$ cat src/include/rsw_map.vh
// Register map, field positions and reset values of the reference input switch.
// Included by the switch logic and its serial configuration port.
`ifndef RSW_MAP_VH
`define RSW_MAP_VH

// ==========================================================================
// Register addresses
`define RSW_ADDR_PRIORITY 7'h34
`define RSW_ADDR_MODE 7'h35
`define RSW_ADDR_HOLDOFF_COUNT 7'h36
`define RSW_ADDR_HOLDOFF_DIV 7'h37
`define RSW_ADDR_STATUS 7'h38

// ==========================================================================
// Field positions
`define RSW_PRIO0_HI 7
`define RSW_PRIO0_LO 6
`define RSW_PRIO1_HI 5
`define RSW_PRIO1_LO 4
`define RSW_MASK_BIT 6
`define RSW_REVERTIVE_ENABLE_BIT 5
`define RSW_MODE_HI 3
`define RSW_MODE_LO 2
`define RSW_SEL_HI 1
`define RSW_SEL_LO 0
`define RSW_PRESCALE_HI 7
`define RSW_PRESCALE_LO 6
`define RSW_AUX_HI 1
`define RSW_AUX_LO 0
`define RSW_ST_SEL_BIT 0
`define RSW_ST_LOCK_BIT 1
`define RSW_ST_LATCH_BIT 2
`define RSW_ST_HOLD_BIT 3

// ==========================================================================
// Reset values
`define RSW_RST_PRIO0 2'h3
`define RSW_RST_PRIO1 2'h2
`define RSW_RST_MASK 1'h0
`define RSW_RST_REVERTIVE_ENABLE 1'h0
`define RSW_RST_MODE 2'h0
`define RSW_RST_SEL 2'h0
`define RSW_RST_HOLDOFF_COUNT 8'h80
`define RSW_RST_PRESCALE 2'h0
`define RSW_RST_AUX 2'h0

// ==========================================================================
// Encodings
`define RSW_PRIO_NONE 2'h0
`define RSW_SEL_IN0 2'h0
`define RSW_SEL_IN1 2'h1

// ==========================================================================
// Serial frame
`define RSW_FRAME_BITS 5'h10
`define RSW_HEAD_BITS 5'h08

`endif

$ cat src/rtl/rsw_reference_switch.v
// Reference input switch: picks which of two reference inputs feeds the first loop.
// Assumes activity monitors, lock detector and GPIO select are synchronous inputs.
// Summary of operation
// - An input with priority code 00 is never picked automatically.
// - Priority codes 01, 10, 11 rank inputs upward; 11 is highest.
// - On equal priority input zero wins over input one.
// - Mask clear: loss of lock or selected reference inactivity shows unlocked.
// - Mask set: only loss of lock updates both lock status bits.
// - Mask set: reference loss does not raise the GPIO failure indication.
// - Revertive enable is ignored in the manual selection modes.
// - Revertive off: while the selected input is active a recovering input does not change the selection.
// - Revertive on: recovery reruns selection, switching only to a higher rank.
// - Revertive enable resets to zero.
// - Mode 00 manual, 01 auto, 10 manual, 11 auto with holdover.
// - Manual select 00 picks input zero, 01 input one, others reserved.
// - Automatic modes choose by activity and priority in a state machine.
// - A GPIO input selection overrides the selection mode.
`timescale 1ns/1ps
`include "rsw_map.vh"

module rsw_reference_switch (
    input wire clock_i,
    input wire rst_i,
    input wire cs_n_i,
    input wire sclk_i,
    input wire sdi_i,
    output wire sdo_o,
    output wire sdo_oe_o,
    input wire [1:0] ref_active_i,
    input wire first_loop_lol_i,
    input wire gpio_sel_en_i,
    input wire gpio_sel_i,
    output reg ref_sel_o,
    output reg holdover_o,
    output reg first_loop_lock_state_o,
    output reg first_loop_lock_latched_o,
    output reg ref_fail_o,
    output wire [7:0] holdoff_count_o,
    output wire [1:0] holdoff_prescale_o,
    output wire [1:0] switch_aux_field_o
);
    // ======================================================================
    // States
    localparam [1:0] ST_MANUAL = 2'b00;
    localparam [1:0] ST_AUTO = 2'b01;
    localparam [1:0] ST_HOLD = 2'b10;

    // ======================================================================
    // Configuration registers
    reg [1:0] prio0_q;
    reg [1:0] prio1_q;
    reg ref_loss_mask_q;
    reg revertive_enable_q;
    reg [1:0] selection_mode_q;
    reg [1:0] manual_sel_q;
    reg [7:0] holdoff_count_q;
    reg [1:0] holdoff_prescale_q;
    reg [1:0] switch_aux_field_q;

    reg [1:0] state_q;
    reg [1:0] state_d;
    reg sel_q;
    reg sel_d;
    reg [1:0] active_q;
    reg latched_q;

    wire wr;
    wire [6:0] addr;
    wire [7:0] wdata;
    reg [7:0] rdata;

    // ======================================================================
    // Ranking functions
    // Rank is priority code with a tie-break bit favouring input zero
    function [2:0] rank_of;
        input [1:0] prio;
        input idx;
        begin
            rank_of = {prio, ~idx};
        end
    endfunction

    // Returns {valid, index} of the best active input with nonzero priority
    function [1:0] best_input;
        input [1:0] p0;
        input [1:0] p1;
        input [1:0] act;
        reg ok0;
        reg ok1;
        begin
            ok0 = act[0] && (p0 != `RSW_PRIO_NONE);
            ok1 = act[1] && (p1 != `RSW_PRIO_NONE);
            if (ok0 && ok1) begin
                best_input = {1'b1, (rank_of(p1, 1'b1) > rank_of(p0, 1'b0))};
            end else if (ok0) begin
                best_input = 2'b10;
            end else if (ok1) begin
                best_input = 2'b11;
            end else begin
                best_input = 2'b00;
            end
        end
    endfunction

    // ======================================================================
    // Serial configuration port
    rsw_serial_port u_port (
        .clock_i(clock_i),
        .rst_i(rst_i),
        .cs_n_i(cs_n_i),
        .sclk_i(sclk_i),
        .sdi_i(sdi_i),
        .sdo_o(sdo_o),
        .sdo_oe_o(sdo_oe_o),
        .wr_o(wr),
        .addr_o(addr),
        .wdata_o(wdata),
        .rdata_i(rdata)
    );

    // ======================================================================
    // Register write
    always @(posedge clock_i) begin
        if (rst_i) begin
            prio0_q <= `RSW_RST_PRIO0;
            prio1_q <= `RSW_RST_PRIO1;
            ref_loss_mask_q <= `RSW_RST_MASK;
            revertive_enable_q <= `RSW_RST_REVERTIVE_ENABLE;
            selection_mode_q <= `RSW_RST_MODE;
            manual_sel_q <= `RSW_RST_SEL;
            holdoff_count_q <= `RSW_RST_HOLDOFF_COUNT;
            holdoff_prescale_q <= `RSW_RST_PRESCALE;
            switch_aux_field_q <= `RSW_RST_AUX;
        end else if (wr) begin
            case (addr)
                `RSW_ADDR_PRIORITY: begin
                    prio0_q <= wdata[`RSW_PRIO0_HI:`RSW_PRIO0_LO];
                    prio1_q <= wdata[`RSW_PRIO1_HI:`RSW_PRIO1_LO];
                end
                `RSW_ADDR_MODE: begin
                    ref_loss_mask_q <= wdata[`RSW_MASK_BIT];
                    revertive_enable_q <= wdata[`RSW_REVERTIVE_ENABLE_BIT];
                    selection_mode_q <= wdata[`RSW_MODE_HI:`RSW_MODE_LO];
                    manual_sel_q <= wdata[`RSW_SEL_HI:`RSW_SEL_LO];
                end
                `RSW_ADDR_HOLDOFF_COUNT: begin
                    holdoff_count_q <= wdata;
                end
                `RSW_ADDR_HOLDOFF_DIV: begin
                    holdoff_prescale_q <= wdata[`RSW_PRESCALE_HI:`RSW_PRESCALE_LO];
                    switch_aux_field_q <= wdata[`RSW_AUX_HI:`RSW_AUX_LO];
                end
                default: begin
                end
            endcase
        end
    end

    assign holdoff_count_o = holdoff_count_q;
    assign holdoff_prescale_o = holdoff_prescale_q;
    assign switch_aux_field_o = switch_aux_field_q;

    // ======================================================================
    // Register read, reserved bits as zero
    always @* begin
        rdata = 8'h00;
        case (addr)
            `RSW_ADDR_PRIORITY: begin
                rdata[`RSW_PRIO0_HI:`RSW_PRIO0_LO] = prio0_q;
                rdata[`RSW_PRIO1_HI:`RSW_PRIO1_LO] = prio1_q;
            end
            `RSW_ADDR_MODE: begin
                rdata[`RSW_MASK_BIT] = ref_loss_mask_q;
                rdata[`RSW_REVERTIVE_ENABLE_BIT] = revertive_enable_q;
                rdata[`RSW_MODE_HI:`RSW_MODE_LO] = selection_mode_q;
                rdata[`RSW_SEL_HI:`RSW_SEL_LO] = manual_sel_q;
            end
            `RSW_ADDR_HOLDOFF_COUNT: begin
                rdata = holdoff_count_q;
            end
            `RSW_ADDR_HOLDOFF_DIV: begin
                rdata[`RSW_PRESCALE_HI:`RSW_PRESCALE_LO] = holdoff_prescale_q;
                rdata[`RSW_AUX_HI:`RSW_AUX_LO] = switch_aux_field_q;
            end
            `RSW_ADDR_STATUS: begin
                rdata[`RSW_ST_SEL_BIT] = sel_q;
                rdata[`RSW_ST_LOCK_BIT] = first_loop_lock_state_o;
                rdata[`RSW_ST_LATCH_BIT] = latched_q;
                rdata[`RSW_ST_HOLD_BIT] = holdover_o;
            end
            default: begin
                rdata = 8'h00;
            end
        endcase
    end

    // ======================================================================
    // Selection state machine
    wire auto_mode = selection_mode_q[0];
    wire hold_mode = selection_mode_q[1];
    wire [1:0] best = best_input(prio0_q, prio1_q, ref_active_i);
    wire cur_active = ref_active_i[sel_q];
    wire [1:0] recovered = ref_active_i & ~active_q;
    // Only a recovering input that is not the current one triggers reselection
    wire other_recovered = sel_q ? recovered[0] : recovered[1];
    // Revertive bit only has meaning in automatic modes
    wire revert_on = revertive_enable_q & auto_mode;
    wire [2:0] cur_rank = rank_of(sel_q ? prio1_q : prio0_q, sel_q);
    wire [2:0] best_rank = rank_of(best[0] ? prio1_q : prio0_q, best[0]);

    always @* begin
        state_d = state_q;
        sel_d = sel_q;
        if (gpio_sel_en_i) begin
            state_d = ST_MANUAL;
            sel_d = gpio_sel_i;
        end else begin
            case (state_q)
                ST_MANUAL: begin
                    if (auto_mode) begin
                        state_d = ST_AUTO;
                    end else if (manual_sel_q == `RSW_SEL_IN0) begin
                        sel_d = 1'b0;
                    end else if (manual_sel_q == `RSW_SEL_IN1) begin
                        sel_d = 1'b1;
                    end
                end
                ST_AUTO: begin
                    if (!auto_mode) begin
                        state_d = ST_MANUAL;
                    end else if (!cur_active) begin
                        if (best[1]) begin
                            sel_d = best[0];
                        end else if (hold_mode) begin
                            state_d = ST_HOLD;
                        end
                    end else if (other_recovered && revert_on && best[1]) begin
                        // Switch only if the recovered input outranks the current one
                        if (best_rank > cur_rank) begin
                            sel_d = best[0];
                        end
                    end
                    // Without revertive switching a recovery leaves sel_d unchanged
                end
                ST_HOLD: begin
                    if (!auto_mode) begin
                        state_d = ST_MANUAL;
                    end else if (best[1]) begin
                        state_d = ST_AUTO;
                        sel_d = best[0];
                    end
                end
                default: begin
                    state_d = ST_MANUAL;
                end
            endcase
        end
    end

    always @(posedge clock_i) begin
        if (rst_i) begin
            state_q <= ST_MANUAL;
            sel_q <= 1'b0;
            active_q <= 2'b00;
        end else begin
            state_q <= state_d;
            sel_q <= sel_d;
            active_q <= ref_active_i;
        end
    end

    // ======================================================================
    // Lock status and failure indication
    // Reference loss counts toward unlock only while the mask is clear
    wire ref_lost = ~ref_loss_mask_q & ~cur_active;
    wire unlocked = first_loop_lol_i | ref_lost;
    wire latch_clr = wr && (addr == `RSW_ADDR_STATUS) && wdata[`RSW_ST_LATCH_BIT];

    always @(posedge clock_i) begin
        if (rst_i) begin
            latched_q <= 1'b0;
            ref_sel_o <= 1'b0;
            holdover_o <= 1'b0;
            first_loop_lock_state_o <= 1'b0;
            first_loop_lock_latched_o <= 1'b0;
            ref_fail_o <= 1'b0;
        end else begin
            // Set wins over a simultaneous clear
            if (unlocked) begin
                latched_q <= 1'b1;
            end else if (latch_clr) begin
                latched_q <= 1'b0;
            end
            ref_sel_o <= sel_q;
            holdover_o <= (state_q == ST_HOLD);
            first_loop_lock_state_o <= ~unlocked;
            first_loop_lock_latched_o <= latched_q;
            ref_fail_o <= ref_lost;
        end
    end
endmodule

$ cat src/rtl/rsw_serial_port.v
// Serial configuration port: 16-bit frames, read flag, 7-bit address, 8-bit data.
// Assumes chip select, serial clock and data in are synchronous to clock_i.
`timescale 1ns/1ps
`include "rsw_map.vh"

module rsw_serial_port (
    input wire clock_i,
    input wire rst_i,
    input wire cs_n_i,
    input wire sclk_i,
    input wire sdi_i,
    output wire sdo_o,
    output wire sdo_oe_o,
    output reg wr_o,
    output reg [6:0] addr_o,
    output reg [7:0] wdata_o,
    input wire [7:0] rdata_i
);
    reg sclk_q;
    reg [4:0] count_q;
    reg [7:0] shift_q;
    reg [7:0] out_q;
    reg read_q;
    wire rise = sclk_i & ~sclk_q;
    wire fall = ~sclk_i & sclk_q;

    assign sdo_o = out_q[7];
    assign sdo_oe_o = ~cs_n_i & read_q & (count_q >= `RSW_HEAD_BITS);

    // ======================================================================
    // Shift engine: sample on rising edge, shift read data on falling edge
    always @(posedge clock_i) begin
        if (rst_i) begin
            sclk_q <= 1'b0;
            count_q <= 5'h00;
            shift_q <= 8'h00;
            out_q <= 8'h00;
            read_q <= 1'b0;
            wr_o <= 1'b0;
            addr_o <= 7'h00;
            wdata_o <= 8'h00;
        end else begin
            sclk_q <= sclk_i;
            wr_o <= 1'b0;
            if (cs_n_i) begin
                count_q <= 5'h00;
                read_q <= 1'b0;
            end else if (rise && count_q < `RSW_FRAME_BITS) begin
                shift_q <= {shift_q[6:0], sdi_i};
                count_q <= count_q + 5'h01;
                if (count_q == `RSW_HEAD_BITS - 5'h01) begin
                    read_q <= shift_q[6];
                    addr_o <= {shift_q[5:0], sdi_i};
                end
                if (count_q == `RSW_FRAME_BITS - 5'h01) begin
                    wdata_o <= {shift_q[6:0], sdi_i};
                    wr_o <= ~read_q;
                end
            end else if (fall && count_q == `RSW_HEAD_BITS) begin
                out_q <= rdata_i;
            end else if (fall && count_q > `RSW_HEAD_BITS) begin
                out_q <= {out_q[6:0], 1'b0};
            end
        end
    end
endmodule

$ cat config.mk
export PLATFORM = sky130hd
export DESIGN_NAME = rsw_reference_switch
export DESIGN_NICKNAME = d
export VERILOG_FILES = /design/src/rtl/rsw_reference_switch.v /design/src/rtl/rsw_serial_port.v
export VERILOG_INCLUDE_DIRS = /design/src /design/src/include
export SDC_FILE = /design/constraint.sdc
export NUM_CORES = 1
export LEC_CHECK = 0
export ABC_AREA = 1
export BUFFER_PORTS_ARGS = -buffer_cell sky130_fd_sc_hd__buf_2
export CAP_MARGIN = 10
export CORE_MARGIN = 10
export CORE_UTILIZATION = 40
export CTS_CLUSTER_DIAMETER = 60
export DETAILED_ROUTE_END_ITERATION = 10
export PLACE_DENSITY_LB_ADDON = 0.3
export REMOVE_ABC_BUFFERS = 1
export SETUP_SLACK_MARGIN = 0.1
export SLEW_MARGIN = 10
export SYNTH_ARGS = -nofsm -noshare
export SYNTH_HDL_FRONTEND = slang
export SYNTH_SLANG_ARGS = --single-unit
$ cat constraint.sdc
create_clock -name clock_i -period 4.5 [get_ports clock_i]
set_input_delay 0.45 -clock clock_i [delete_from_list [all_inputs] [get_ports clock_i]]
set_output_delay 0.45 -clock clock_i [all_outputs]
set_load 0.05 [all_outputs]
* After elaboration in Yosys (flattened, before gate mapping) *
Cells that the tools add are included.

cells by class
  bitwise operators = 20
  add/subtract/negate cells = 1
  eq/ne operators = 22
  multiplexer cells = 37
  magnitude comparators = 6
  reductions and logical operators = 31

operator list
  kind                   number
  $eq A7 B6 Y1 const B   5
  $mux W2                12
  $ne A3 B3 Y1 const B   7
  $mux W8                2
  $mux W1                15
  $ne A4 B4 Y1 const B   3
  $pmux W2 S3            2
  $reduce_and A2 Y1      6
  $not A1 Y1             11
  $eq A5 B4 Y1 const B   2
  $logic_and A1 B1 Y1    10
  $pmux W1 S3            3
  $reduce_and A3 Y1      3
  $pmux W2 S4            1
  $reduce_bool A2 Y1     4
  $reduce_and A7 Y1      1
  $and A1 B1 Y1          6
  $gt A3 B3 Y1           2
  $add A5 B1 Y5 const B  1
  $eq A5 B3 Y1 const B   1
  $ge A5 B4 Y1 const B   1
  $gt A5 B4 Y1 const B   1
  $lt A5 B5 Y1 const B   1
  $reduce_and A5 Y1      1
  13 further kinds       16

storage, ports and cells
  output and inout bits = 19
  input bits = 10
  word-level logic and storage cells = 143
  flip-flop bits (word level) = 71

* Depth between registers and ports, before layout *
Gate-level depths: netlist of run 1.

  depth after elaboration = 13
  gate-level depth with buffers = 19
  depth with buffers taken out = 19

* Modules after synthesis *
From an unflattened synthesis of run 1, not the netlist that was laid out.

unflattened totals
  cells, all modules = 507
  area, all modules = 3548.4 µm²

modules (own cells, without submodules)
  module                cells each  instances  area each (µm²)  seq. area each (µm²)
  rsw_reference_switch  259         1          1789.2           660.6
  rsw_serial_port       248         1          1759.2           760.7

* Least setup slack after synthesis of run 1 *
Ideal clock, no wire load.

  path type = reg2reg
  start = reg prio0_q[1]
  end = reg sel_q
  setup time = 109 ps
  arrival = 1995 ps
  required time = 4391 ps
  slack = 2396 ps
  period minus slack after synthesis = 2104 ps
  buffers on the path = 0
  stages on the path, launching flop included = 18
  cell sequence = dfxtp_1 inv_1 ha_1 nand3_1 nand2_1 o21ai_2 o21ai_0 ha_1 a21oi_1 nand2_1 nand2_1 inv_1 nand2_1 nand2_1 nand2_1 nand3b_1 nand2_1 inv_1

on the way
  longest elaborated chain between the ends = 10

RTL lines
  element                                                                line                        RTL
  start, declared                                                        rsw_reference_switch.v:50   reg [1:0] prio0_q;
  start signal, assigned                                                 rsw_reference_switch.v:125  prio0_q <= `RSW_RST_PRIO0;
  start signal, assigned                                                 rsw_reference_switch.v:137  prio0_q <= wdata[`RSW_PRIO0_HI:`RSW_PRIO0_LO];
  parallel branches: the longest is 10 deep, another holds $gt A3 B3 Y1  --
  end signal, assigned                                                   rsw_reference_switch.v:267  sel_q <= sel_d;
  end, declared                                                          rsw_reference_switch.v:62   reg sel_q;

Parallel ways; which one is timed is not known. The select of a mux whose other input is x is not followed.
A chain may end at the register's enable or synchronous reset.

* Worst setup path after layout of run 1 *
Ends and elaborated chain as after synthesis.

==> impl_metrics.json, run 1 <==
{
  "outcome": "finished, final reports clean",
  "diodes": 0,
  "syn_inst": 464,
  "clk_latency_ps": 350,
  "postCtsHoldBufs": 0,
  "yosys_warnings": 0,
  "io_buffers": 28,
  "power-per-cell-area_nw_per_um2": 320,
  "synth_top_cell_by_area": "dfxtp_1",
  "cp-startpoint": "prio0_q[1]",
  "relSlewSlack_pct": 51.0,
  "intPower_mw": 0.913,
  "die_w_um": 112,
  "num_vias": 3071,
  "cts_sinks": 71,
  "rows": 33,
  "holdCritStartpoint": "ref_active_i[1]",
  "ios": 29,
  "sequentialPowerShare_pct": 52.4,
  "setup_tns_ps": 0,
  "grt_pass1_wl_mm": 14.0,
  "synth_area_leaders": "dfxtp_1, nand2_1, a21oi_1, o21ai_0, inv_1",
  "ys_seq_elements": 71,
  "layout.nets": 516,
  "cp.arrival_ps": 2600,
  "initial_core_util_pct": 41.2,
  "synth_cell_types": 34,
  "p_sw_mw": 0.308,
  "hold_depth": 3,
  "min_period_ps": 2340,
  "worst_pin_slew_ps": 734,
  "syn_area_sq_um": 3390,
  "drive_gt1_share_pct": 14.6,
  "antenna_found_initial": 0,
  "ys_seq_area_share_pct": 42.0,
  "hold_violations": 0,
  "cts_buffer_depth": 2,
  "max_freq_mhz": 427,
  "area_growth_pct": 12.7,
  "die-height_um": 112,
  "p_leak_nw": 1.61,
  "hpwl_mm": 6.23,
  "rr_startpoint": "prio0_q[1]",
  "cts_buffers": 9,
  "vias_per_cell": 5.08,
  "core-area_sq_um": 8220,
  "avgSynthCellArea_sq_um": 7.30,
  "grt.total_usage_pct": 13.2,
  "peakVddDrop_v": 0.000149,
  "wl_mm": 8.26,
  "crit_path_end_kind": "flop",
  "first_global_vias": 2911,
  "required_ps": 4760,
  "fin_area_sq_um": 3820,
  "cts_root_buffer": "clkbuf_8",
  "fill_cells": 831,
  "dieArea_sq_um": 12500,
  "grt_max_degree": 38,
  "hp-class": "input pin to flop",
  "cts_tree": "yes",
  "cap_violations": 0,
  "switching_share_pct": 25.2,
  "fin_crit_sh_pct": 52.1,
  "drc": 0,
  "crit_type": "flop to flop",
  "path_clk_slew_ps": 80,
  "setup_viol": 0,
  "dp_cells": 589,
  "clockPowerShare_pct": 42.7,
  "cts_resized": 0,
  "rsz0062_at_grt": "no",
  "grt_overflow": 0,
  "drtIter0Drc": 155,
  "r2r_cells": 17,
  "fin_cells": 605,
  "yosysTopAreaCellShare_pct": 42.0,
  "drv_slew": 0,
  "critPathMaxFanout": 6,
  "wl_per_cell_um": 13.7,
  "power_frac_comb_pct": 4.9,
  "h-tree-depth": 3,
  "drtAntennaViolNets": 0,
  "firstDrtPassIters": 4,
  "fin_skew_ps": 10.7,
  "dpl_cell_area_sq_um": 3620,
  "post_cts_buffers": 0,
  "startpoint_type": "flop",
  "place_congestion": 0.905
}
## cells by family after synthesis
group	after synthesis	share of synthesized area [%]
AOI/OAI and AO/OA	114	17.8
adders and majority gates	11	4.06
buffers and inverters	71	8.39
DFF	71	42.0
and+or+nand+nor	197	27.8
## critical path, cell delays in order (launching register included)
cell,delay [ps]
dfxtp_1,400
inv_1,80
ha_1,290
nand3_1,80
nand2_1,60
o21ai_2,200
o21ai_0,140
ha_1,350
a21oi_1,160
nand2_1,60
nand2_1,60
inv_1,30
nand2_1,60
nand2_1,40
nand2_1,70
nand3b_1,70
nand2_1,70
inv_1,30
## metrics by stage
stage / util [%] / hold WS [ps] / worst slack, ps / power, mW
CTS: 46.5 / 341 / 2170 / 1.23
global route: 46.5 / 348 / 1960 / 1.27
detailed placement: 44.0 / 421 / 2170 / 0.714
finish: 46.5 / 355 / 2160 / 1.22
global placement: 44.0 / 425 / 2300 / 0.712
floorplan: - / 398 / 2400 / 0.691
## final timing paths
check / to / slack (ps)
worst max-delay path: sel_q / 2160
worst min-delay path: active_q[1] / 350
worst max register to register: sel_q / 2160
worst min register to register: u_port.wr_o / 440
## power groups by stage
stage	clock, mW	sequential [mW]	combinational, mW
after floorplan	0	0.659	0.0318
after global placement	0	0.654	0.0588
after detailed placement	0	0.654	0.0599
after CTS	0.533	0.639	0.0601
after global routing	0.563	0.640	0.0686
final	0.522	0.639	0.0598
## cells in the final DEF, fill, tap and decap left out, drive strengths merged
cell type and count:
clkinv 4, nor3b 1, and2 1, o221ai 1
nor2 50, o21a 2, a31oi 1, inv 64
o21ai 47, a211oi 3, buf 28, clkinvlp 1
nand3 31, a21oi 55, clkbuf 9, dfxtp 71
nand4 4, ha 11, nand2 101, bufinv 1
o22ai 2, nor3 6, o211ai 3, nand3b 3
## layout make-up
class	instances	area (sq um)	share of cell area, %
Multi-Input combinational cell	322	1680	44.1
Sequential cell	71	1420	37.2
Inverter	63	241	6.33
Timing Repair Buffer	28	140	3.67
Tap cell	105	131	3.44
Clock buffer	9	124	3.24
Clock inverter	7	77.6	2.03
## synthesized netlist by cell type
cell type	instances
nand3b_1	3
nand4_1	4
inv_2	6
nor2_1	39
clkinv_4	1
ha_1	11
a31oi_1	1
nor3b_1	1
buf_8	1
nor3_2	1
o21ai_2	1
o22ai_1	2
nor3_1	4
o21ai_1	1
nand2_2	5
a21oi_1	55
clkinv_1	1
o221ai_1	1
o21ai_0	45
o21a_1	2
nor2_2	1
nor3_4	1
o211ai_1	3
a211oi_1	3
and2_1	1
clkbuf_1	5
nor2_4	10
dfxtp_1	71
nand2_4	3
nand2_1	93
buf_1	1
inv_1	55
nand3_1	31
buf_2	1
## sequential cells by signal, summed over array words and instances, names as in the netlist, 2 cells and up
register / cells
prio0_q: 2
u_port.count_q: 5
switch_aux_field_o: 2
u_port.addr_o: 7
u_port.shift_q: 7
u_port.wdata_o: 8
prio1_q: 2
manual_sel_q: 2
state_q: 2
active_q: 2
selection_mode_q: 2
holdoff_prescale_o: 2
u_port.out_q: 8
holdoff_count_o: 8
## metal layers
layer | vias up | share of wire (%) | global-route usage [%]
met5 | - | 0 | 0
met4 | 0 | 1.9 | 3.81
met3 | 17 | 4.5 | 4.79
met2 | 55 | 45 | 21.0
met1 | 1408 | 48 | 16.3
li1 | 1591 | - | -
Note: power is estimated with default switching activity, not from simulation.
==> run 2, diff against run 1 <==
--- a/config.mk
+++ b/config.mk
@@ -6,7 +6,7 @@
 export SDC_FILE = /design/constraint.sdc
 export NUM_CORES = 1
 export LEC_CHECK = 0
-export ABC_AREA = 1
+export ABC_AREA = 0
 export BUFFER_PORTS_ARGS = -buffer_cell sky130_fd_sc_hd__buf_2
 export CAP_MARGIN = 10
 export CORE_MARGIN = 10
==> constraint.sdc (replaced) <==
create_clock -name clock_i -period 2.2 [get_ports clock_i]
set_input_delay 0.22 -clock clock_i [delete_from_list [all_inputs] [get_ports clock_i]]
set_output_delay 0.22 -clock clock_i [all_outputs]
set_load 0.05 [all_outputs]
==> impl_metrics.json, run 2 <==
{
  "violations": "negative setup slack",
  "drv_slew": 0,
  "ys_seq_elements": 71,
  "die-height_um": 111,
  "switching_share_pct": 22.9,
  "crit_type": "flop to flop",
  "synth_cell_types": 50,
  "cp.arrival_ps": 2720,
  "diodes": 0,
  "max_freq_mhz": 409,
  "drtIter0Drc": 124,
  "path_clk_slew_ps": 80,
  "dp_cells": 505,
  "synth_common_cells": "dfxtp_1, nor2_1, nand2_1, mux2i_1, a21oi_1",
  "h-tree-depth": 3,
  "cts_buffers": 9,
  "crit_path_end_kind": "flop",
  "startpoint_type": "flop",
  "drc": 0,
  "required_ps": 2480,
  "syn_area_sq_um": 3290,
  "fin_cells": 521,
  "peakVddDrop_v": 0.000236,
  "wl_mm": 7.70,
  "yosys_warnings": 0,
  "crit_chain": "inv_2, ha_4, nand2_2, a21o_1, a31oi_4, mux2_4, ha_4, nand2_2, o21ai_1, nand4_1, a32oi_2, mux2i_1",
  "postCtsHoldBufs": 0,
  "layout_setup_ws_ps": -246,
  "min_period_ps": 2450,
  "power_frac_comb_pct": 5.3,
  "ff2ff_setup_slack_ps": -250,
  "cts_buffer_depth": 2,
  "ios": 29,
  "fin_skew_ps": 10.9,
  "layout_commonest_cell": "dfxtp_1",
  "layout.nets": 436,
  "cap_violations": 0,
  "io_buffers": 28,
  "drive_gt1_share_pct": 19.6,
  "rows": 32,
  "area_growth_pct": 17.1,
  "post-place-ws_ps": -398,
  "critPathMaxFanout": 2,
  "fin_crit_sh_pct": 111,
  "rsz0062_at_grt": "yes",
  "grt.total_usage_pct": 12.7,
  "vias_per_cell": 5.21,
  "dieArea_sq_um": 12200,
  "hold_violations": 0,
  "grt_pass1_wl_mm": 13.2,
  "worst_pin_slew_ps": 612,
  "first_global_vias": 2763,
  "sequentialPowerShare_pct": 54.1,
  "synth_ff_type": "dfxtp_1",
  "die_w_um": 111,
  "grt_max_degree": 30,
  "cts_sinks": 71,
  "cts_root_buffer": "clkbuf_8",
  "synth_edf_count": 0,
  "num_vias": 2717,
  "hpwl_mm": 5.69,
  "final_cell_mix": "dfxtp_1, nor2_1, nand2_1",
  "yosysTopAreaCellShare_pct": 43.3,
  "power-per-cell-area_nw_per_um2": 625,
  "cts_tree": "yes",
  "max_stage_delay_ps": 340,
  "firstDrtPassIters": 5,
  "intPower_mw": 1.85,
  "clockPowerShare_pct": 40.6,
  "finalPower_mw": 2.41,
  "wl_per_cell_um": 14.8,
  "setup_viol": 2,
  "p_leak_nw": 1.52,
  "core-area_sq_um": 7850,
  "place_congestion": 0.836,
  "p_sw_mw": 0.550,
  "syn_inst": 377,
  "synth_top_cell_by_area": "dfxtp_1",
  "yosysMostFrequentCell": "dfxtp_1",
  "whs_ps": 66.5,
  "initial_core_util_pct": 41.9,
  "drtAntennaViolNets": 0,
  "clk_latency_ps": 340,
  "slowest_stage": "dfxtp_2",
  "grt_overflow": 0,
  "ys_seq_area_share_pct": 43.3,
  "antenna_found_initial": 0,
  "hp-class": "input pin to flop",
  "avgSynthCellArea_sq_um": 8.72,
  "synthArstFlopShare_pct": 0,
  "synth_area_leaders": "dfxtp_1, mux2i_1, nor2_1, nand2_1, ha_1",
  "relSlewSlack_pct": 59.1,
  "outcome": "finished, violations left"
}
-- run 2: cell types whose count changed in the layout (fill, tap and decap cells not counted), moves of 32 or more --
cell and change:
inv_1 -38, mux2i_1 +32, nand2_1 -53, a21oi_1 -32
o21ai_0 -38
-- run 2: cells by family after synthesis --
logic type | share of synthesized area (%)
and+or+nand+nor | 22.4
buffers and inverters | 4.61
adders and majority gates | 4.19
xor gates and xnor gates | 0.533
muxes | 12.3
AOI/OAI and AO/OA | 12.8
DFF | 43.3
-- run 2: routing by layer --
| layer | up-vias | part of all wire, % | global-route usage [%] |
|---|---|---|---|
| li1 | 1387 | - | - |
| met1 | 1270 | 47 | 15.3 |
| met2 | 45 | 48 | 21.0 |
| met3 | 15 | 3.2 | 2.76 |
| met4 | 0 | 1.9 | 5.53 |
| met5 | - | 0 | 0 |
-- run 2: worst paths after layout --
check | from | to | cells past startpoint
setup / recovery | prio0_q[1] | sel_q | 12
hold / removal | first_loop_lol_i | first_loop_lock_state_o | 2
setup reg to reg | prio0_q[1] | sel_q | 12
hold reg to reg | u_port.out_q[0] | u_port.out_q[0] | 2
-- run 2: repair_timing --
| action | in CTS | in global routing |
|---|---|---|
| gates cloned | 0 | 0 |
| setup buffers | 1 | 0 |
| setup endpoints to repair | 2 | 3 |
| pin swaps | 8 | 1 |
| resized for setup | 9 | 5 |
-- run 2: power by group through the flow --
stage          combinational, mW  clock, mW  sequential, mW
4_1_cts                    0.124      0.999            1.30
6_report                   0.127      0.976            1.30
3_3_place_gp               0.115          0            1.33
3_5_place_dp               0.116          0            1.33
5_1_grt                    0.141       1.05            1.30
2_1_floorplan             0.0451          0            1.34
-- run 2: layout make-up --
| type | instances | area (sq um) |
|---|---|---|
| Clock inverter | 4 | 47.5 |
| Multi-Input combinational cell | 269 | 1770 |
| Sequential cell | 71 | 1420 |
| Timing Repair Buffer | 46 | 279 |
| Fill cell | 788 | 4000 |
| Clock buffer | 11 | 131 |
| Inverter | 18 | 67.6 |
| Tap cell | 102 | 128 |
-- run 2: stage by stage --
stage | TNS, ps | util, % | cell area, sq um
finish | -364 | 49.0 | 3850
global route | -705 | 49.0 | 3850
CTS | -314 | 48.8 | 3830
detailed placement | -398 | 45.8 | 3600
global placement | -307 | 45.8 | 3600
floorplan | -395 | - | 3200
-- run 2: worst max-delay path, delay by kind of cell, from the launching register on --
kind            cells  cell delay [ps]
compound gates      4              730
mux                 2              530
fa+ha+maj           2              520
flops               1              340
simple gates        3              210
buf+inv             1               50
==> run 3, diff against run 2 <==
--- a/config.mk
+++ b/config.mk
@@ -13,10 +13,10 @@
 export CORE_UTILIZATION = 40
 export CTS_CLUSTER_DIAMETER = 60
 export DETAILED_ROUTE_END_ITERATION = 10
-export PLACE_DENSITY_LB_ADDON = 0.3
+export PLACE_DENSITY = 0.53
 export REMOVE_ABC_BUFFERS = 1
 export SETUP_SLACK_MARGIN = 0.1
-export SLEW_MARGIN = 10
+export SLEW_MARGIN = 20
 export SYNTH_ARGS = -nofsm -noshare
 export SYNTH_HDL_FRONTEND = slang
 export SYNTH_SLANG_ARGS = --single-unit
==> impl_metrics.json, run 3 (synthesized netlist as in run 2, its figures left out) <==
{
  "final_cell_mix": "dfxtp_1, nor2_1, nand2_1",
  "cap_violations": 0,
  "setup_viol": 2,
  "grt_overflow": 0,
  "max_freq_mhz": 419,
  "fill_cells": 807,
  "dieArea_sq_um": 12200,
  "first_global_vias": 2697,
  "power_frac_comb_pct": 4.8,
  "whs_ps": 39.5,
  "hpwl_mm": 5.99,
  "die_w_um": 111,
  "peakVddDrop_v": 0.000520,
  "post-place-ws_ps": -347,
  "rows": 32,
  "wl_per_cell_um": 15.7,
  "initial_core_util_pct": 41.9,
  "cp-startpoint": "prio0_q[1]",
  "min_period_ps": 2390,
  "outcome": "finished, violations left",
  "postCtsHoldBufs": 0,
  "grt.total_usage_pct": 13.2,
  "critPathMaxFanout": 2,
  "hold_violations": 0,
  "io_buffers": 28,
  "core-area_sq_um": 7850,
  "relSlewSlack_pct": 58.9,
  "cts_buffer_depth": 2,
  "area_growth_pct": 18.6,
  "violations": "negative setup slack",
  "fin_area_sq_um": 3900,
  "p_sw_mw": 0.599,
  "drv_slew": 0,
  "setup_tns_ps": -234,
  "sequentialPowerShare_pct": 49.9,
  "crit_path_end_kind": "flop",
  "seqCellArea_sq_um": 1420,
  "grt_max_degree": 28,
  "worst_pin_slew_ps": 615,
  "fin_crit_sh_pct": 109,
  "num_vias": 2764,
  "drtAntennaViolNets": 0,
  "intPower_mw": 2.01,
  "cp.arrival_ps": 2670,
  "cts_buffers": 9,
  "cts_sinks": 71,
  "dpl_cell_area_sq_um": 3610,
  "diodes": 0,
  "p_leak_nw": 1.54,
  "place_congestion": 0.801,
  "rr_startpoint": "prio0_q[1]",
  "grt_pass1_wl_mm": 13.7,
  "path_clk_slew_ps": 80,
  "antenna_found_initial": 0,
  "wl_mm": 8.19,
  "finalPower_mw": 2.61,
  "layout.nets": 437,
  "clockPowerShare_pct": 45.3,
  "fin_skew_ps": 9.84,
  "drive_gt1_share_pct": 20.0,
  "h-tree-depth": 3,
  "drc": 0,
  "crit_type": "flop to flop",
  "power-per-cell-area_nw_per_um2": 669,
  "layout_setup_ws_ps": -187,
  "rsz0062_at_grt": "yes",
  "cts_tree": "yes",
  "switching_share_pct": 23.0,
  "clk_latency_ps": 350,
  "drtIter0Drc": 91,
  "hp-class": "input pin to flop",
  "holdCritStartpoint": "first_loop_lol_i",
  "vias_per_cell": 5.28,
  "die-height_um": 111,
  "cts_root_buffer": "clkbuf_8",
  "multi_input_area_sq_um": 1770,
  "ios": 29,
  "firstDrtPassIters": 4,
  "startpoint_type": "flop",
  "required_ps": 2490,
  "layout_commonest_cell": "dfxtp_1"
}
[run 3: power groups by stage]
stage | clock network [mW] | registers [mW] | logic (mW)
final | 1.18 | 1.30 | 0.125
after global routing | 1.26 | 1.30 | 0.139
after CTS | 1.21 | 1.30 | 0.121
after detailed placement | 0 | 1.33 | 0.117
after global placement | 0 | 1.33 | 0.117
after floorplan | 0 | 1.34 | 0.0451
[run 3: path summary, 6_finish.rpt]
| check | end | slack [ps] | cells past startpoint |
|---|---|---|---|
| setup / recovery | sel_q | -190 | 12 |
| hold / removal | first_loop_lock_state_o | 40 | 2 |
| setup reg to reg | sel_q | -190 | 12 |
| hold reg to reg | u_port.wr_o | 460 | 1 |
[run 3: layout make-up]
cell class                 count  share of cell area (%)
tap                          102                    3.28
multi-input combinational    269                    45.4
inverter                      18                    1.73
clock buffer                  11                    3.63
clock inverter                 5                    2.09
timing repair buffer          47                    7.35
sequential                    71                    36.5
[run 3: per-stage QoR]
step / util (%) / cells
after global routing: 49.6 / 523
after CTS: 49.3 / 523
final: 49.6 / 523
after floorplan: - / 358
after global placement: 46.0 / 507
after detailed placement: 46.0 / 507
[run 3: critical path, cell delays in order (launching register included)]
cell and delay, ps:
dfxtp_2 340, inv_2 50, ha_4 250, nand2_2 40
a21o_1 180, a31oi_4 200, mux2_4 340, ha_4 280
nand2_2 40, o21ai_1 120, nand4_1 110, a32oi_2 200
mux2i_1 190
[run 3: metal layers]
layer | track usage [%] | up-vias | part of all wire, % | routed length [um]
met5 | 0 | - | 0 | 0
met2 | 22.3 | 37 | 49 | 4040
met3 | 3.35 | 12 | 3.3 | 267
met4 | 4.40 | 0 | 1.2 | 97
li1 | - | 1392 | - | -
met1 | 16.0 | 1323 | 46 | 3780
[run 3: what timing repair did]
item | CTS | global route
resized for setup | 7 | 5
pin swaps | 7 | 0
setup endpoints to repair | 2 | 2
gates cloned | 0 | 0
setup buffers | 0 | 0
hold endpoints to repair | 0 | 0
